File: config.mk
export PLATFORM = sky130hd
export DESIGN_NAME = mcuis_core
export DESIGN_NICKNAME = d
export VERILOG_FILES = /design/src/core/mcuis_pkg.sv /design/src/core/mcuis_stack.sv /design/src/core/mcuis_core.sv
export VERILOG_INCLUDE_DIRS = /design/src /design/src/core
export SDC_FILE = /design/constraint.sdc
export NUM_CORES = 1
export LEC_CHECK = 0
export ABC_AREA = 0
export CORE_ASPECT_RATIO = 1.4
export CORE_MARGIN = 5
export CORE_UTILIZATION = 60
export DETAILED_ROUTE_END_ITERATION = 6
export DONT_BUFFER_PORTS = 1
export GPL_TIMING_DRIVEN = 0
export PLACE_DENSITY_LB_ADDON = 0.15
export SLEW_MARGIN = 20
export SYNTH_ARGS = -nofsm -noshare
export SYNTH_HDL_FRONTEND = slang
export SYNTH_SLANG_ARGS = --single-unit
File: constraint.sdc
create_clock -name CLK -period 6.8 [get_ports CLK]
set_clock_uncertainty 0.2 [all_clocks]
set_input_delay 1.36 -clock CLK [delete_from_list [all_inputs] [get_ports CLK]]
set_output_delay 1.36 -clock CLK [all_outputs]
set_load 0.1 [all_outputs]
File: src/core/mcuis_consts.svh
// constants for the instruction execution block
`ifndef MCUIS_CONSTS_SVH
`define MCUIS_CONSTS_SVH
`define MCUIS_DATA_W 8
`define MCUIS_PC_W 13
`define MCUIS_STACK_DEPTH 8
`define MCUIS_PC_RST 13'h0000
`define MCUIS_ACC_RST 8'h00
`define MCUIS_WDT_W 16
`define MCUIS_PRE_W 8
`define MCUIS_BCD_LO 8'h06
`define MCUIS_BCD_HI 8'h60
`define MCUIS_NIB_MAX 4'h9
`define MCUIS_IRQ_VEC 13'h0004
`endif

File: src/core/mcuis_pkg.sv
// types for the instruction execution block
`include "mcuis_consts.svh"
package mcuis_pkg;
  typedef enum logic [4:0] {
    OP_NOP = 5'h00, OP_ADC = 5'h01, OP_ADD = 5'h02, OP_AND = 5'h03, OP_OR = 5'h04,
    OP_CALL = 5'h05, OP_CLR = 5'h06, OP_CLRB = 5'h07, OP_WDTCLR = 5'h08, OP_CPL = 5'h09,
    OP_DAA = 5'h0A, OP_DEC = 5'h0B, OP_INC = 5'h0C, OP_HALT = 5'h0D, OP_JMP = 5'h0E,
    OP_MOVA = 5'h0F, OP_MOVM = 5'h10, OP_RET = 5'h11, OP_INTERRUPT_RETURN = 5'h12
  } mcuis_op_t;
  typedef struct packed {
    logic valid;
    mcuis_op_t op;
    logic to_mem;
    logic use_imm;
    logic [7:0] imm;
    logic [2:0] bit_sel;
    logic [12:0] target;
  } mcuis_instr_t;
  typedef struct packed {
    logic overflow_flag;
    logic zero_flag;
    logic half_carry_flag;
    logic carry_flag;
    logic secondary_compare_flag;
  } mcuis_flags_t;
  typedef enum logic [2:0] {
    ST_EXEC = 3'b001,
    ST_DUMMY = 3'b010,
    ST_HALTED = 3'b100
  } mcuis_state_t;
endpackage

File: src/core/mcuis_stack.sv
// return address stack with registered read data
`timescale 1ns/1ps
`default_nettype none
`include "mcuis_consts.svh"
module mcuis_stack
  import mcuis_pkg::*;
#(
  parameter int DEPTH = `MCUIS_STACK_DEPTH,
  parameter int W = `MCUIS_PC_W
)
(
  input wire logic clk, // clock
  input wire logic rst_b, // sync reset
  input wire logic push, // push request
  input wire logic pop, // pop request
  input wire logic [W-1:0] wdata, // pushed value
  output logic [W-1:0] rdata // top of stack, registered
);
  localparam int AW = $clog2(DEPTH);
  logic [W-1:0] mem [DEPTH];
  logic [AW-1:0] sp_ff;
  always_ff @(posedge clk)
  begin
    if (!rst_b)
      sp_ff <= '0;
    else if (push)
      sp_ff <= sp_ff + AW'(1);
    else if (pop)
      sp_ff <= sp_ff - AW'(1);
  end
  always_ff @(posedge clk)
  begin
    if (push)
      mem[sp_ff] <= wdata;
  end
  // read data tracks the top entry, so a pop sees it without extra cycle
  always_ff @(posedge clk)
  begin
    if (!rst_b)
      rdata <= '0;
    else if (push)
      rdata <= wdata;
    else if (pop)
      rdata <= mem[sp_ff - AW'(2)];
    else
      rdata <= mem[sp_ff - AW'(1)];
  end
endmodule
`default_nettype wire

File: src/core/mcuis_core.sv
// instruction execution core: alu, flags, program counter, stack, power control
`timescale 1ns/1ps
`default_nettype none
`include "mcuis_consts.svh"
// Operation
// [RULE1] add with carry: acc plus operand plus carry; five arithmetic flags updated
// [RULE2] plain add of memory or immediate, no carry in; five flags updated
// [RULE3] and with memory or immediate; only zero flag changes
// [RULE4] or with memory or immediate; only zero flag changes
// [RULE5] call pushes pc plus one, loads target; two cycles; no flags
// [RULE6] clear writes zero byte; bit clear zeroes one bit; no flags
// [RULE7] watchdog clear resets counter, clears timeout and power-down flags
// [RULE8] complement inverts operand to memory or accumulator; zero flag updated
// [RULE9] decimal adjust adds six per nibble over nine or flagged; result to memory
// [RULE10] decimal adjust changes only carry, set when decimal sum passes hundred
// [RULE11] decrement operand to memory or accumulator; zero flag updated
// [RULE12] increment operand to memory or accumulator; zero flag updated
// [RULE13] halt stops execution, clears watchdog and prescaler, sets power-down
// [RULE14] jump loads target with one dummy cycle; no flags
// [RULE15] move memory or immediate to accumulator, or accumulator to memory
// [RULE16] no operation only advances the program counter
// [RULE17] return pops pc; immediate form loads accumulator; no flags
// [RULE18] interrupt return pops pc and sets global interrupt enable
// [RULE19] pending interrupt at interrupt return is serviced before main program
// [RULE20] all other instructions here except halt complete in one cycle; return and interrupt return also take two cycles here, via the dummy state
module mcuis_core
  import mcuis_pkg::*;
#(
  parameter int STACK_DEPTH = `MCUIS_STACK_DEPTH
)
(
  input wire logic CLK, // clock
  input wire logic RST_B, // sync reset, active low
  input wire mcuis_instr_t INSTR, // decoded instruction from fetch
  input wire logic [7:0] MEM_RDATA, // operand byte read from data memory
  input wire logic IRQ_PENDING, // interrupt request pin
  input wire logic WAKE, // wake from halt pin
  output logic INSTR_READY, // core accepts INSTR this cycle
  output logic [12:0] PC, // program counter
  output logic [7:0] ACCUMULATOR, // accumulator
  output logic MEM_WE, // data memory write strobe
  output logic [7:0] MEM_WDATA, // data memory write byte
  output mcuis_flags_t FLAGS, // status flags
  output logic WATCHDOG_TIMEOUT_FLAG, // watchdog timeout flag
  output logic POWERDOWN_FLAG, // power-down flag
  output logic GLOBAL_IRQ_ENABLE, // master interrupt enable
  output logic CLK_GATE_OFF, // system clock gated off
  output logic [15:0] WATCHDOG_COUNTER, // watchdog count
  output logic IRQ_TAKEN // pulse when interrupt vector is entered
);
  mcuis_state_t state_ff;
  logic [12:0] pc_ff;
  logic [7:0] acc_ff;
  logic mem_we_ff;
  logic [7:0] mem_wdata_ff;
  mcuis_flags_t flags_ff;
  logic to_ff;
  logic pdf_ff;
  logic emi_ff;
  logic [15:0] wdt_ff;
  logic [7:0] pre_ff;
  logic irq_taken_ff;
  logic [1:0] irq_sync_ff;
  logic [1:0] wake_sync_ff;
  logic irq_s;
  logic wake_s;
  logic [12:0] stack_top;
  logic push;
  logic pop;
  logic [12:0] push_data;
  logic exec;
  logic take_irq;
  logic [7:0] opnd;
  logic [8:0] sum;
  logic [4:0] low_sum;
  logic [7:0] res;
  logic wr_acc;
  logic wr_mem;
  logic upd_arith;
  logic upd_zero;
  logic [7:0] daa_adj;
  logic [8:0] daa_sum;

  function automatic logic is_arith(input mcuis_op_t op);
    is_arith = (op == OP_ADC) || (op == OP_ADD);
  endfunction

  // pin inputs pass two flops first
  always_ff @(posedge CLK)
  begin
    if (!RST_B)
    begin
      irq_sync_ff <= '0;
      wake_sync_ff <= '0;
    end
    else
    begin
      irq_sync_ff <= {irq_sync_ff[0], IRQ_PENDING};
      wake_sync_ff <= {wake_sync_ff[0], WAKE};
    end
  end
  assign irq_s = irq_sync_ff[1];
  assign wake_s = wake_sync_ff[1];

  assign exec = (state_ff == ST_EXEC) && INSTR.valid && !take_irq;
  // interrupt entry wins over the next main-program instruction
  assign take_irq = (state_ff == ST_EXEC) && irq_s && emi_ff; // RULE19
  assign INSTR_READY = (state_ff == ST_EXEC) && !take_irq;

  assign opnd = INSTR.use_imm ? INSTR.imm : MEM_RDATA;
  assign sum = {1'b0, acc_ff} + {1'b0, opnd} + {8'h00, (INSTR.op == OP_ADC) & flags_ff.carry_flag}; // RULE1 RULE2
  assign low_sum = {1'b0, acc_ff[3:0]} + {1'b0, opnd[3:0]} + {4'h0, (INSTR.op == OP_ADC) & flags_ff.carry_flag};
  assign daa_adj = ((acc_ff[3:0] > `MCUIS_NIB_MAX) || flags_ff.half_carry_flag ? `MCUIS_BCD_LO : 8'h00)
    | ((acc_ff[7:4] > `MCUIS_NIB_MAX) || flags_ff.carry_flag ? `MCUIS_BCD_HI : 8'h00); // RULE9
  assign daa_sum = {1'b0, acc_ff} + {1'b0, daa_adj};

  always_comb
  begin
    res = 8'h00;
    wr_acc = 1'b0;
    wr_mem = 1'b0;
    upd_arith = 1'b0;
    upd_zero = 1'b0;
    case (INSTR.op)
      OP_ADC, OP_ADD:
      begin
        res = sum[7:0];
        wr_acc = !INSTR.to_mem;
        wr_mem = INSTR.to_mem;
        upd_arith = 1'b1; // RULE1 RULE2
      end
      OP_AND:
      begin
        res = acc_ff & opnd; // RULE3
        wr_acc = !INSTR.to_mem;
        wr_mem = INSTR.to_mem;
        upd_zero = 1'b1;
      end
      OP_OR:
      begin
        res = acc_ff | opnd; // RULE4
        wr_acc = !INSTR.to_mem;
        wr_mem = INSTR.to_mem;
        upd_zero = 1'b1;
      end
      OP_CLR:
      begin
        res = 8'h00; // RULE6
        wr_mem = 1'b1;
      end
      OP_CLRB:
      begin
        res = MEM_RDATA & ~(8'h01 << INSTR.bit_sel); // RULE6
        wr_mem = 1'b1;
      end
      OP_CPL:
      begin
        res = ~MEM_RDATA; // RULE8
        wr_acc = !INSTR.to_mem;
        wr_mem = INSTR.to_mem;
        upd_zero = 1'b1;
      end
      OP_DAA:
      begin
        res = daa_sum[7:0]; // RULE9
        wr_mem = 1'b1;
      end
      OP_DEC:
      begin
        res = MEM_RDATA - 8'h01; // RULE11
        wr_acc = !INSTR.to_mem;
        wr_mem = INSTR.to_mem;
        upd_zero = 1'b1;
      end
      OP_INC:
      begin
        res = MEM_RDATA + 8'h01; // RULE12
        wr_acc = !INSTR.to_mem;
        wr_mem = INSTR.to_mem;
        upd_zero = 1'b1;
      end
      OP_MOVA:
      begin
        res = opnd; // RULE15
        wr_acc = 1'b1;
      end
      OP_MOVM:
      begin
        res = acc_ff; // RULE15
        wr_mem = 1'b1;
      end
      OP_RET:
      begin
        res = INSTR.imm; // RULE17
        wr_acc = INSTR.use_imm;
      end
      default:
      begin
        res = 8'h00;
      end
    endcase
  end

  // sequencing: two-cycle ops go through a dummy state, halt parks the core
  always_ff @(posedge CLK)
  begin
    if (!RST_B)
      state_ff <= ST_EXEC;
    else
    begin
      case (state_ff)
        ST_EXEC:
        begin
          if (take_irq)
            state_ff <= ST_DUMMY;
          else if (exec && (INSTR.op == OP_CALL || INSTR.op == OP_JMP || INSTR.op == OP_RET
            || INSTR.op == OP_INTERRUPT_RETURN))
            state_ff <= ST_DUMMY; // RULE5 RULE14
          else if (exec && INSTR.op == OP_HALT)
            state_ff <= ST_HALTED; // RULE13
          else
            state_ff <= ST_EXEC; // RULE20
        end
        ST_DUMMY:
          state_ff <= ST_EXEC;
        ST_HALTED:
          if (wake_s)
            state_ff <= ST_EXEC;
        default:
          state_ff <= ST_EXEC;
      endcase
    end
  end

  assign push = take_irq || (exec && INSTR.op == OP_CALL); // RULE5
  assign push_data = take_irq ? pc_ff : pc_ff + 13'h0001; // RULE5
  assign pop = exec && (INSTR.op == OP_RET || INSTR.op == OP_INTERRUPT_RETURN); // RULE17 RULE18

  mcuis_stack #(
    .DEPTH(STACK_DEPTH),
    .W(`MCUIS_PC_W)
  ) u_stack (
    .clk(CLK),
    .rst_b(RST_B),
    .push(push),
    .pop(pop),
    .wdata(push_data),
    .rdata(stack_top)
  );

  always_ff @(posedge CLK)
  begin
    if (!RST_B)
      pc_ff <= `MCUIS_PC_RST;
    else if (take_irq)
      pc_ff <= `MCUIS_IRQ_VEC;
    else if (exec)
    begin
      case (INSTR.op)
        OP_CALL, OP_JMP:
          pc_ff <= INSTR.target; // RULE5 RULE14
        OP_RET, OP_INTERRUPT_RETURN:
          pc_ff <= stack_top; // RULE17 RULE18
        OP_HALT:
          pc_ff <= pc_ff + 13'h0001;
        default:
          pc_ff <= pc_ff + 13'h0001; // RULE16
      endcase
    end
  end

  always_ff @(posedge CLK)
  begin
    if (!RST_B)
      acc_ff <= `MCUIS_ACC_RST;
    else if (exec && wr_acc)
      acc_ff <= res; // RULE15 RULE17
  end

  always_ff @(posedge CLK)
  begin
    if (!RST_B)
    begin
      mem_we_ff <= 1'b0;
      mem_wdata_ff <= 8'h00;
    end
    else
    begin
      mem_we_ff <= exec && wr_mem;
      mem_wdata_ff <= res;
    end
  end

  always_ff @(posedge CLK)
  begin
    if (!RST_B)
      flags_ff <= '0;
    else if (exec && upd_arith)
    begin
      flags_ff.carry_flag <= sum[8]; // RULE1 RULE2
      flags_ff.half_carry_flag <= low_sum[4];
      flags_ff.zero_flag <= (sum[7:0] == 8'h00);
      flags_ff.overflow_flag <= (acc_ff[7] == opnd[7]) && (sum[7] != acc_ff[7]);
      flags_ff.secondary_compare_flag <= sum[7] ^ ((acc_ff[7] == opnd[7]) && (sum[7] != acc_ff[7]));
    end
    else if (exec && upd_zero)
      flags_ff.zero_flag <= (res == 8'h00); // RULE3 RULE4 RULE8 RULE11 RULE12
    else if (exec && INSTR.op == OP_DAA)
      flags_ff.carry_flag <= flags_ff.carry_flag | daa_sum[8]; // RULE10
  end

  // watchdog counter and prescaler run freely until cleared by software
  always_ff @(posedge CLK)
  begin
    if (!RST_B)
    begin
      wdt_ff <= '0;
      pre_ff <= '0;
      to_ff <= 1'b0;
      pdf_ff <= 1'b0;
    end
    else if (exec && INSTR.op == OP_WDTCLR)
    begin
      wdt_ff <= '0; // RULE7
      pre_ff <= '0;
      to_ff <= 1'b0;
      pdf_ff <= 1'b0;
    end
    else if (exec && INSTR.op == OP_HALT)
    begin
      wdt_ff <= '0; // RULE13
      pre_ff <= '0;
      to_ff <= 1'b0;
      pdf_ff <= 1'b1;
    end
    else
    begin
      pre_ff <= pre_ff + 8'h01;
      if (pre_ff == 8'hFF)
        wdt_ff <= wdt_ff + 16'h0001;
      if (pre_ff == 8'hFF && wdt_ff == 16'hFFFF)
        to_ff <= 1'b1;
    end
  end

  always_ff @(posedge CLK)
  begin
    if (!RST_B)
      emi_ff <= 1'b0;
    else if (take_irq)
      emi_ff <= 1'b0;
    else if (exec && INSTR.op == OP_INTERRUPT_RETURN)
      emi_ff <= 1'b1; // RULE18
  end

  always_ff @(posedge CLK)
  begin
    if (!RST_B)
      irq_taken_ff <= 1'b0;
    else
      irq_taken_ff <= take_irq;
  end

  assign PC = pc_ff;
  assign ACCUMULATOR = acc_ff;
  assign MEM_WE = mem_we_ff;
  assign MEM_WDATA = mem_wdata_ff;
  assign FLAGS = flags_ff;
  assign WATCHDOG_TIMEOUT_FLAG = to_ff;
  assign POWERDOWN_FLAG = pdf_ff;
  assign GLOBAL_IRQ_ENABLE = emi_ff;
  assign CLK_GATE_OFF = (state_ff == ST_HALTED); // RULE13
  assign WATCHDOG_COUNTER = wdt_ff;
  assign IRQ_TAKEN = irq_taken_ff;
endmodule
`default_nettype wire

==> flow_metrics.env, run 1 <==
export IMPL_status="finished, final reports clean"
export IMPL_synth_simple_gate_area_share_pct=14.7
export IMPL_grt_max_degree=18
export IMPL_cts_setup_buffers=0
export IMPL_port_buffers=0
export IMPL_dp_hpwl_um=21300
export IMPL_cp_start_kind="input port"
export IMPL_synth_yosys_seq_area_share_pct=45.8
export IMPL_grt_ovfl_total=0
export IMPL_powerDensity_mw_per_mm2=232
export IMPL_synth_cell_types=80
export IMPL_fin_nets=1068
export IMPL_r2r_setup_slack_ns=2.06
export IMPL_initial_utilization_pct=61.0
export IMPL_yosysTopAreaCell="edfxtp_1"
export IMPL_synth_warnings=0
export IMPL_async_flop_share_pct=0
export IMPL_hold_class="flop to flop"
export IMPL_finalSetupViolCount=0
export IMPL_multi_input_area_mm2=0.00534
export IMPL_slew_viol_final=0
export IMPL_pwr_share_comb_pct=11.4
export IMPL_p_int_uw=1910
export IMPL_clkLatencyLatePin_ns=0.43
export IMPL_ant_nets=0
export IMPL_wl_per_cell_um=23.7
export IMPL_ir_worst_vdd_v=0.000126
export IMPL_drc_errors=0
export IMPL_floorplan_rows=57
export IMPL_final_setup_tns_ns=0
export IMPL_synth_top_family_by_area="simple AND/OR/NAND/NOR gates"
export IMPL_ys_ff_latch=190
export IMPL_track_usage_pct=29.1
export IMPL_fin_cells=1234
export IMPL_layout_drive_gt1_share_pct=13.0
export IMPL_crit_chain="buf_2 > buf_2 > nand4_1 > fa_1 > fa_1 > nor2b_1 > o31a_1 > o31a_1 > nor3_1 > a221oi_1 > nand4_1 > o31ai_2"
export IMPL_register_area_mm2=0.00486
export IMPL_dr_pass1_iters=5
export IMPL_pwr_share_seq_pct=50.9
export IMPL_vias=8118
export IMPL_numCtsBuffers=17
export IMPL_postSynthCellCount=965
export IMPL_cts_resized=0
export IMPL_synthFlopType="edfxtp_1"
export IMPL_maxCapViolCount=0
export IMPL_slew_headroom_pct=21.8
export IMPL_fin_crit_ns=4.79
export IMPL_tightest_slew_ns=1.17
export IMPL_clock_sinks=190
export IMPL_cts_tree="done"
export IMPL_crit_arrival_ns=4.94
export IMPL_power_frac_clock_pct=37.7
export IMPL_synth_edf_count=104
export IMPL_fp_coreArea_mm2=0.0173
export IMPL_routed_wirelength_um=29300
export IMPL_grt_pass1_wl_um=45300
export IMPL_grt_pass1_vias=8049
export IMPL_clkSlewWorstSetupHoldPaths_ns=0.07
export IMPL_syn_to_final_growth_pct=8.94
export IMPL_finalCritPeriodShare_pct=70.4
export IMPL_antenna_found_initial=1
export IMPL_diodes=0
export IMPL_die_y_um=167
export IMPL_p_sw_share_pct=28.4
export IMPL_critPathCaptureType="flop"
export IMPL_p_sw_uw=759
export IMPL_max_stage_delay_ns=0.64
export IMPL_synth_area_leaders="edfxtp_1 (30%), dfxtp_1 (16%), mux4_2 (11%)"
export IMPL_ys_top_cells_by_count="edfxtp_1 (104), nor2_1 (95), dfxtp_1 (86)"
export IMPL_synth_xor_area_share_pct=3.97
export IMPL_ios=101
export IMPL_dieArea_mm2=0.0204
export IMPL_hold_viol=0
export IMPL_r2r_cells=12
export IMPL_crit_fanout=10
export IMPL_critPathKind="input port to flop"
export IMPL_n_fill_cell=1345
export IMPL_cp_slowest_cell="a221oi_1"
export IMPL_synth_compound_area_share_pct=13.2
export IMPL_holdBufCountCts=0
export IMPL_syn_nets=1048
export IMPL_max_freq_mhz=209
export IMPL_place_inst=1202
export IMPL_synthAdderAreaFrac_pct=4.90
export IMPL_worstPathRequired_ns=6.95
export IMPL_synth_top_area_share_pct=29.5
export IMPL_ctsHtreeMaxLevel=4
export IMPL_drt_vias_per_instance=6.58
export IMPL_clockBufferDepth=2
export IMPL_power_leakage_uw=0.00407
export IMPL_root_buffer="clkbuf_16"
export IMPL_rsz0062_at_grt="false"
export IMPL_chipWidth_um=122
export IMPL_syn_area_mm2=0.0106
export IMPL_synth_most_common_cell="edfxtp_1"
export IMPL_avgSynthCellArea_um2=11.0
export IMPL_synthMuxAreaShare_pct=13.6
export IMPL_drtIter0Drc=907
export IMPL_place_congestion=0.962
export IMPL_holdPathStages=1
==> power by group through the flow <==
stage	Sequential [µW]	Clock [µW]	Combinational, µW
after global routing	1360	1060	331
final	1360	1010	305
after global placement	1380	0	291
after floorplan	1370	0	222
after CTS	1360	1010	298
after detailed placement	1390	0	295
==> registers in the layout (all words and copies together) (netlist names) <==
name                   count
GLOBAL_IRQ_ENABLE          1
WATCHDOG_TIMEOUT_FLAG      1
u_stack.rdata             13
u_stack.sp_ff              3
PC                        13
POWERDOWN_FLAG             1
FLAGS                      5
u_stack.mem              104
IRQ_TAKEN                  1
wake_sync_ff               2
pre_ff                     8
irq_sync_ff                2
state_ff                   3
MEM_WDATA                  8
MEM_WE                     1
ACCUMULATOR                8
WATCHDOG_COUNTER          16
==> through the flow <==
stage	total power [µW]	setup WS, ns	hold WS, ns	utilization, %	area (µm²)
2_1_floorplan	1600	2.60	0.212	-	10600
3_3_place_gp	1680	1.65	0.216	62.7	10900
3_5_place_dp	1680	1.63	0.224	63.0	10900
4_1_cts	2670	2.08	0.244	66.5	11500
5_1_grt	2760	1.87	0.281	66.5	11500
6_report	2670	2.01	0.239	66.5	11500
==> cell usage in the layout, fill, tap and decap left out, types with 34 or more instances in the layout <==
cell and instances:
clkbuf_1 34, a21oi_1 48, edfxtp_1 104, ha_1 35
dfxtp_1 76, mux4_2 52, inv_1 43, o21ai_0 37
nand2_1 69, nor2_1 95
==> final timing paths <==
check	from	end
min reg2reg	wake_sync_ff[0]	wake_sync_ff[1]
min	wake_sync_ff[0]	wake_sync_ff[1]
max reg2reg	u_stack.sp_ff[1]	u_stack.rdata[6]
max	INSTR[26]	FLAGS[3]
==> layer usage <==
| layer | up-vias | global-route usage (%) | wire, µm | part of all wire [%] |
|---|---|---|---|---|
| li1 | 3676 | - | - | - |
| met3 | 91 | 7.62 | 2340 | 8.0 |
| met2 | 417 | 48.7 | 14800 | 50 |
| met1 | 3932 | 34.8 | 10900 | 37 |
| met4 | 2 | 13.7 | 1260 | 4.3 |
| met5 | - | 0 | 13 | 0.044 |
==> critical path: cells and delay by family <==
family / cells / cell delay [ns]
adders and majority gates: 2 / 0.97
buffers and inverters: 2 / 0.53
AOI/OAI and AO/OA: 4 / 1.32
and+or+nand+nor: 4 / 0.74
==> area by class of cell <==
type                    instances  share of cell area (%)
multi-input cells             675                    46.3
clock inverters                13                    1.22
plain buffers                  56                    2.14
flip-flops and latches        190                    42.1
repair buffers                  1                   0.239
well taps                     236                    2.56
clock buffers                  19                    3.94
inverters                      44                    1.43
==> kinds of logic after synthesis <==
family,Yosys count
simple gates,309
xor+xnor,48
flops,190
mux,78
fa+ha+maj,39
compound gates,201
buf+inv,100
Note: power is estimated with default switching activity, not from simulation.
==> run 2, diff against run 1 <==
--- a/config.mk
+++ b/config.mk
@@ -9,7 +9,7 @@
 export ABC_AREA = 0
 export CORE_ASPECT_RATIO = 1.4
 export CORE_MARGIN = 5
-export CORE_UTILIZATION = 60
+export CORE_UTILIZATION = 58
 export DETAILED_ROUTE_END_ITERATION = 6
 export DONT_BUFFER_PORTS = 1
 export GPL_TIMING_DRIVEN = 0
==> constraint.sdc (replaced) <==
create_clock -name CLK -period 4 [get_ports CLK]
set_clock_uncertainty 0.2 [all_clocks]
set_input_delay 0.8 -clock CLK [delete_from_list [all_inputs] [get_ports CLK]]
set_output_delay 0.8 -clock CLK [all_outputs]
set_load 0.1 [all_outputs]
==> flow_metrics.env, run 2 (same netlist as run 1, synthesis figures left out) <==
export IMPL_holdBufCountCts=0
export IMPL_clock_sinks=190
export IMPL_fin_crit_ns=3.94
export IMPL_cts_tree="done"
export IMPL_n_fill_cell=1456
export IMPL_powerDensity_mw_per_mm2=390
export IMPL_finalCritPeriodShare_pct=98.4
export IMPL_highest_layer="met4"
export IMPL_floorplan_rows=58
export IMPL_largest_reg_flops=104
export IMPL_grt_ovfl_total=0
export IMPL_route_met3_wl_um=2620
export IMPL_register_area_mm2=0.00486
export IMPL_clkLatencyLatePin_ns=0.44
export IMPL_ctsHtreeMaxLevel=4
export IMPL_status="finished, final reports clean"
export IMPL_routed_wirelength_um=29200
export IMPL_maxCapViolCount=0
export IMPL_hold_viol=0
export IMPL_track_usage_pct=28.6
export IMPL_layout_commonest_cell="edfxtp_1"
export IMPL_grt_max_degree=20
export IMPL_wl_met1_um=10500
export IMPL_diodes=0
export IMPL_crit_fanout=10
export IMPL_rsz0062_at_grt="false"
export IMPL_crit_arrival_ns=4.09
export IMPL_port_buffers=0
export IMPL_drt_vias_per_instance=6.52
export IMPL_cp_start_kind="input port"
export IMPL_place_congestion=0.950
export IMPL_drtIter0Drc=740
export IMPL_fp_coreArea_mm2=0.0179
export IMPL_syn_to_final_growth_pct=9.36
export IMPL_max_freq_mhz=254
export IMPL_met2_length_um=15100
export IMPL_multi_input_area_mm2=0.00536
export IMPL_critPathCaptureType="flop"
export IMPL_ios=101
export IMPL_wl_per_cell_um=23.6
export IMPL_dp_hpwl_um=21500
export IMPL_dr_pass1_iters=5
export IMPL_chipWidth_um=124
export IMPL_tightest_slew_ns=1.15
export IMPL_clkSlewWorstSetupHoldPaths_ns=0.08
export IMPL_root_buffer="clkbuf_16"
export IMPL_antenna_found_initial=0
export IMPL_initial_utilization_pct=59.0
export IMPL_mostFrequentLayoutCells="edfxtp_1 (104), nor2_1 (95), dfxtp_1 (72)"
export IMPL_numCtsBuffers=17
export IMPL_drc_errors=0
export IMPL_fin_nets=1068
export IMPL_cts_setup_buffers=0
export IMPL_finalSetupViolCount=0
export IMPL_dpl_instance_area_mm2=0.0109
export IMPL_dieArea_mm2=0.0211
export IMPL_p_total_uw=4510
export IMPL_grt_pass1_wl_um=45400
export IMPL_layout_drive_gt1_share_pct=14.5
export IMPL_clockBufferDepth=2
export IMPL_final_area_mm2=0.0116
export IMPL_worstPathRequired_ns=4.15
export IMPL_power_leakage_uw=0.00410
export IMPL_vias=8070
export IMPL_hold_class="flop to flop"
export IMPL_top_register="u_stack.mem"
export IMPL_critPathKind="input port to flop"
export IMPL_slew_headroom_pct=23.0
export IMPL_ant_nets=0
export IMPL_slew_viol_final=0
export IMPL_ir_worst_vdd_v=0.000201
export IMPL_final_setup_tns_ns=0
export IMPL_die_y_um=170
export IMPL_grt_pass1_vias=8084
-- run 2: cell count changes in the layout (fill, tap and decap cells not counted), moves of 2 or more --
cell / previous run / this run
clkbuf_1: 34 / 27
clkbuf_2: 0 / 7
clkinv_8: 0 / 4
dfxtp_1: 76 / 72
dfxtp_2: 10 / 13
buf_1: 3 / 1
inv_6: 1 / 3
inv_8: 4 / 2
-- run 2: area by class of cell --
class                      instances  area share (%)
buffer                            56            2.22
multi-input combinational        675            46.3
tap                              240            2.60
timing repair buffer               1           0.238
sequential                       190            42.1
clock buffer                      18            3.89
clock inverter                    14            1.28
inverter                          44            1.43
-- run 2: routing by layer --
layer | vias up | track usage (%)
met3 | 85 | 8.54
met4 | 0 | 11.0
met2 | 368 | 49.7
met1 | 3932 | 32.9
li1 | 3685 | -
met5 | - | 0
-- run 2: critical path, stage by stage --
cell	delay (ns)
buf_2	0.23
buf_2	0.33
nand4_1	0.16
fa_1	0.49
fa_1	0.45
nor2b_1	0.17
o31a_1	0.24
o31a_1	0.18
nor3_1	0.08
a221oi_2	0.45
nand4_1	0.27
o31ai_2	0.24
-- run 2: path summary, 6_finish.rpt --
kind                                      start               to  slack, ns  depth (start not counted)
worst min register to register  wake_sync_ff[0]  wake_sync_ff[1]       0.24                          1
worst min-delay path            wake_sync_ff[0]  wake_sync_ff[1]       0.24                          1
worst max register to register   ACCUMULATOR[0]         FLAGS[3]       0.19                         10
worst max-delay path                  INSTR[26]         FLAGS[3]       0.06                         12
-- run 2: power breakdown --
part	switching, µW	internal [µW]
combinational	319	201
clock	811	868
sequential	200	2110
-- run 2: what timing repair did --
| item | 4_1_cts | 5_1_grt |
|---|---|---|
| cloned | 0 | 0 |
| gates resized for setup | 9 | 12 |
| setup endpoints to repair | 16 | 103 |
-- run 2: through the flow --
| step | util (%) | instances | worst slack [ns] | hold WS, ns |
|---|---|---|---|---|
| 2_1_floorplan | - | 965 | 0.209 | 0.212 |
| 3_3_place_gp | 60.7 | 1205 | -0.620 | 0.214 |
| 3_5_place_dp | 61.0 | 1206 | -0.609 | 0.219 |
| 4_1_cts | 64.4 | 1238 | 0.0793 | 0.241 |
| 5_1_grt | 64.5 | 1238 | 0.0174 | 0.262 |
| 6_report | 64.5 | 1238 | 0.0623 | 0.239 |
==> run 3, diff against run 2 <==
--- a/config.mk
+++ b/config.mk
@@ -12,9 +12,7 @@
 export CORE_UTILIZATION = 58
 export DETAILED_ROUTE_END_ITERATION = 6
 export DONT_BUFFER_PORTS = 1
-export GPL_TIMING_DRIVEN = 0
 export PLACE_DENSITY_LB_ADDON = 0.15
-export SLEW_MARGIN = 20
 export SYNTH_ARGS = -nofsm -noshare
 export SYNTH_HDL_FRONTEND = slang
 export SYNTH_SLANG_ARGS = --single-unit
==> flow_metrics.env, run 3 (same netlist as run 1, synthesis figures left out) <==
export IMPL_status="finished, final reports clean"
export IMPL_worstPathRequired_ns=4.15
export IMPL_initial_utilization_pct=59.0
export IMPL_cp_start_kind="flop"
export IMPL_tightest_slew_ns=1.10
export IMPL_worstSetupStartpoint="ACCUMULATOR[1]"
export IMPL_grt_pass1_wl_um=44100
export IMPL_routed_wirelength_um=28500
export IMPL_die_y_um=170
export IMPL_dieArea_mm2=0.0211
export IMPL_crit_arrival_ns=3.54
export IMPL_slew_viol_final=0
export IMPL_ir_worst_vdd_v=0.000336
export IMPL_hold_class="flop to flop"
export IMPL_fin_nets=1080
export IMPL_maxCapViolCount=0
export IMPL_n_fill_cell=1477
export IMPL_grt_ovfl_total=0
export IMPL_hold_viol=0
export IMPL_cts_tree="done"
export IMPL_grt_pass1_vias=7976
export IMPL_critPathKind="flop to flop"
export IMPL_clkSlewWorstSetupHoldPaths_ns=0.07
export IMPL_critPathCaptureType="flop"
export IMPL_finalCritPeriodShare_pct=84.9
export IMPL_final_area_mm2=0.0118
export IMPL_drtIter0Drc=730
export IMPL_worstReg2RegStart="ACCUMULATOR[1]"
export IMPL_port_buffers=0
export IMPL_dr_pass1_iters=5
export IMPL_chipWidth_um=124
export IMPL_min_from="wake_sync_ff[0]"
export IMPL_antenna_found_initial=0
export IMPL_mostFrequentLayoutCells="edfxtp_1 (104), nor2_1 (95), dfxtp_1 (85)"
export IMPL_track_usage_pct=27.8
export IMPL_power_leakage_uw=0.00425
export IMPL_holdBufCountCts=0
export IMPL_dpl_instance_area_mm2=0.0112
export IMPL_fin_crit_ns=3.40
export IMPL_largest_reg_flops=104
export IMPL_drc_errors=0
export IMPL_slew_headroom_pct=26.6
export IMPL_clockBufferDepth=2
export IMPL_drt_vias_per_instance=6.38
export IMPL_clkLatencyLatePin_ns=0.43
export IMPL_top_register="u_stack.mem"
export IMPL_place_congestion=0.921
export IMPL_wl_per_cell_um=22.8
export IMPL_r2r_setup_slack_ns=0.60
export IMPL_crit_fanout=7
export IMPL_diodes=0
export IMPL_ctsHtreeMaxLevel=4
export IMPL_layout_commonest_cell="edfxtp_1"
export IMPL_finalSetupViolCount=0
export IMPL_rsz0062_at_grt="false"
export IMPL_max_freq_mhz=294
export IMPL_ios=101
export IMPL_syn_to_final_growth_pct=11.2
export IMPL_fp_coreArea_mm2=0.0179
export IMPL_p_total_uw=4440
export IMPL_dp_hpwl_um=21100
export IMPL_grt_max_degree=58
export IMPL_ant_nets=0
export IMPL_powerDensity_mw_per_mm2=378
export IMPL_final_setup_tns_ns=0
export IMPL_floorplan_rows=58
export IMPL_vias=7969
export IMPL_worst_hold_slack_ns=0.240
export IMPL_clock_sinks=190
export IMPL_root_buffer="clkbuf_16"
export IMPL_layout_drive_gt1_share_pct=17.0
export IMPL_cts_resized=0
export IMPL_cts_setup_buffers=0
export IMPL_numCtsBuffers=17
run 3: cell types whose count changed in the layout (fill, tap and decap cells not counted), sizes merged:
cell and change:
inv -1, clkinvlp +3, buf +46, bufinv +1, clkbuf -34, clkinv -3
run 3: critical path, cell delays in order (launching register included):
cell and delay, ns:
dfxtp_1 0.49, o21ai_0 0.14, nand2b_1 0.14, ha_1 0.18, inv_1 0.06, fa_1 0.43, nand3b_1 0.20, xor2_1 0.18
nor2_1 0.07, or4_1 0.52, a221oi_2 0.34, nand4_1 0.16, o31ai_2 0.21
run 3: area by class of cell:
type                    count  area (µm²)  share of cell area, %
multi-input cells         675        5340                   45.4
flip-flops and latches    190        4850                   41.2
repair buffers             69         538                   4.58
clock buffers              18         429                   3.65
well taps                 240         300                   2.55
inverters                  44         165                   1.40
clock inverters            14         134                   1.14
run 3: power by group:
group	internal, µW	leakage (µW)	switching [µW]
Sequential	2110	0.00165	71.6
Combinational	221	0.00233	425
Clock	870	0.000267	743
Total	3200	0.00425	1240
run 3: metrics by stage:
stage | cells | setup slack [ns] | util, %
after floorplan | 965 | 0.209 | -
after global placement | 1218 | 0.275 | 62.5
after detailed placement | 1218 | 0.230 | 62.5
after CTS | 1250 | 0.648 | 65.6
after global routing | 1250 | 0.450 | 65.6
final | 1250 | 0.603 | 65.6
run 3: per-layer routing:
layer	global-route usage, %	routed length [µm]	vias to the layer above
met4	9.58	825	0
met5	0	0	-
met3	7.00	2400	56
met2	49.0	14900	320
met1	32.6	10400	3896
li1	-	-	3697
run 3: path summary, 6_finish.rpt:
check,to,cells after the start
worst max register to register,FLAGS[3],12
worst min register to register,wake_sync_ff[1],1
worst min-delay path,wake_sync_ff[1],1
worst max-delay path,FLAGS[3],12
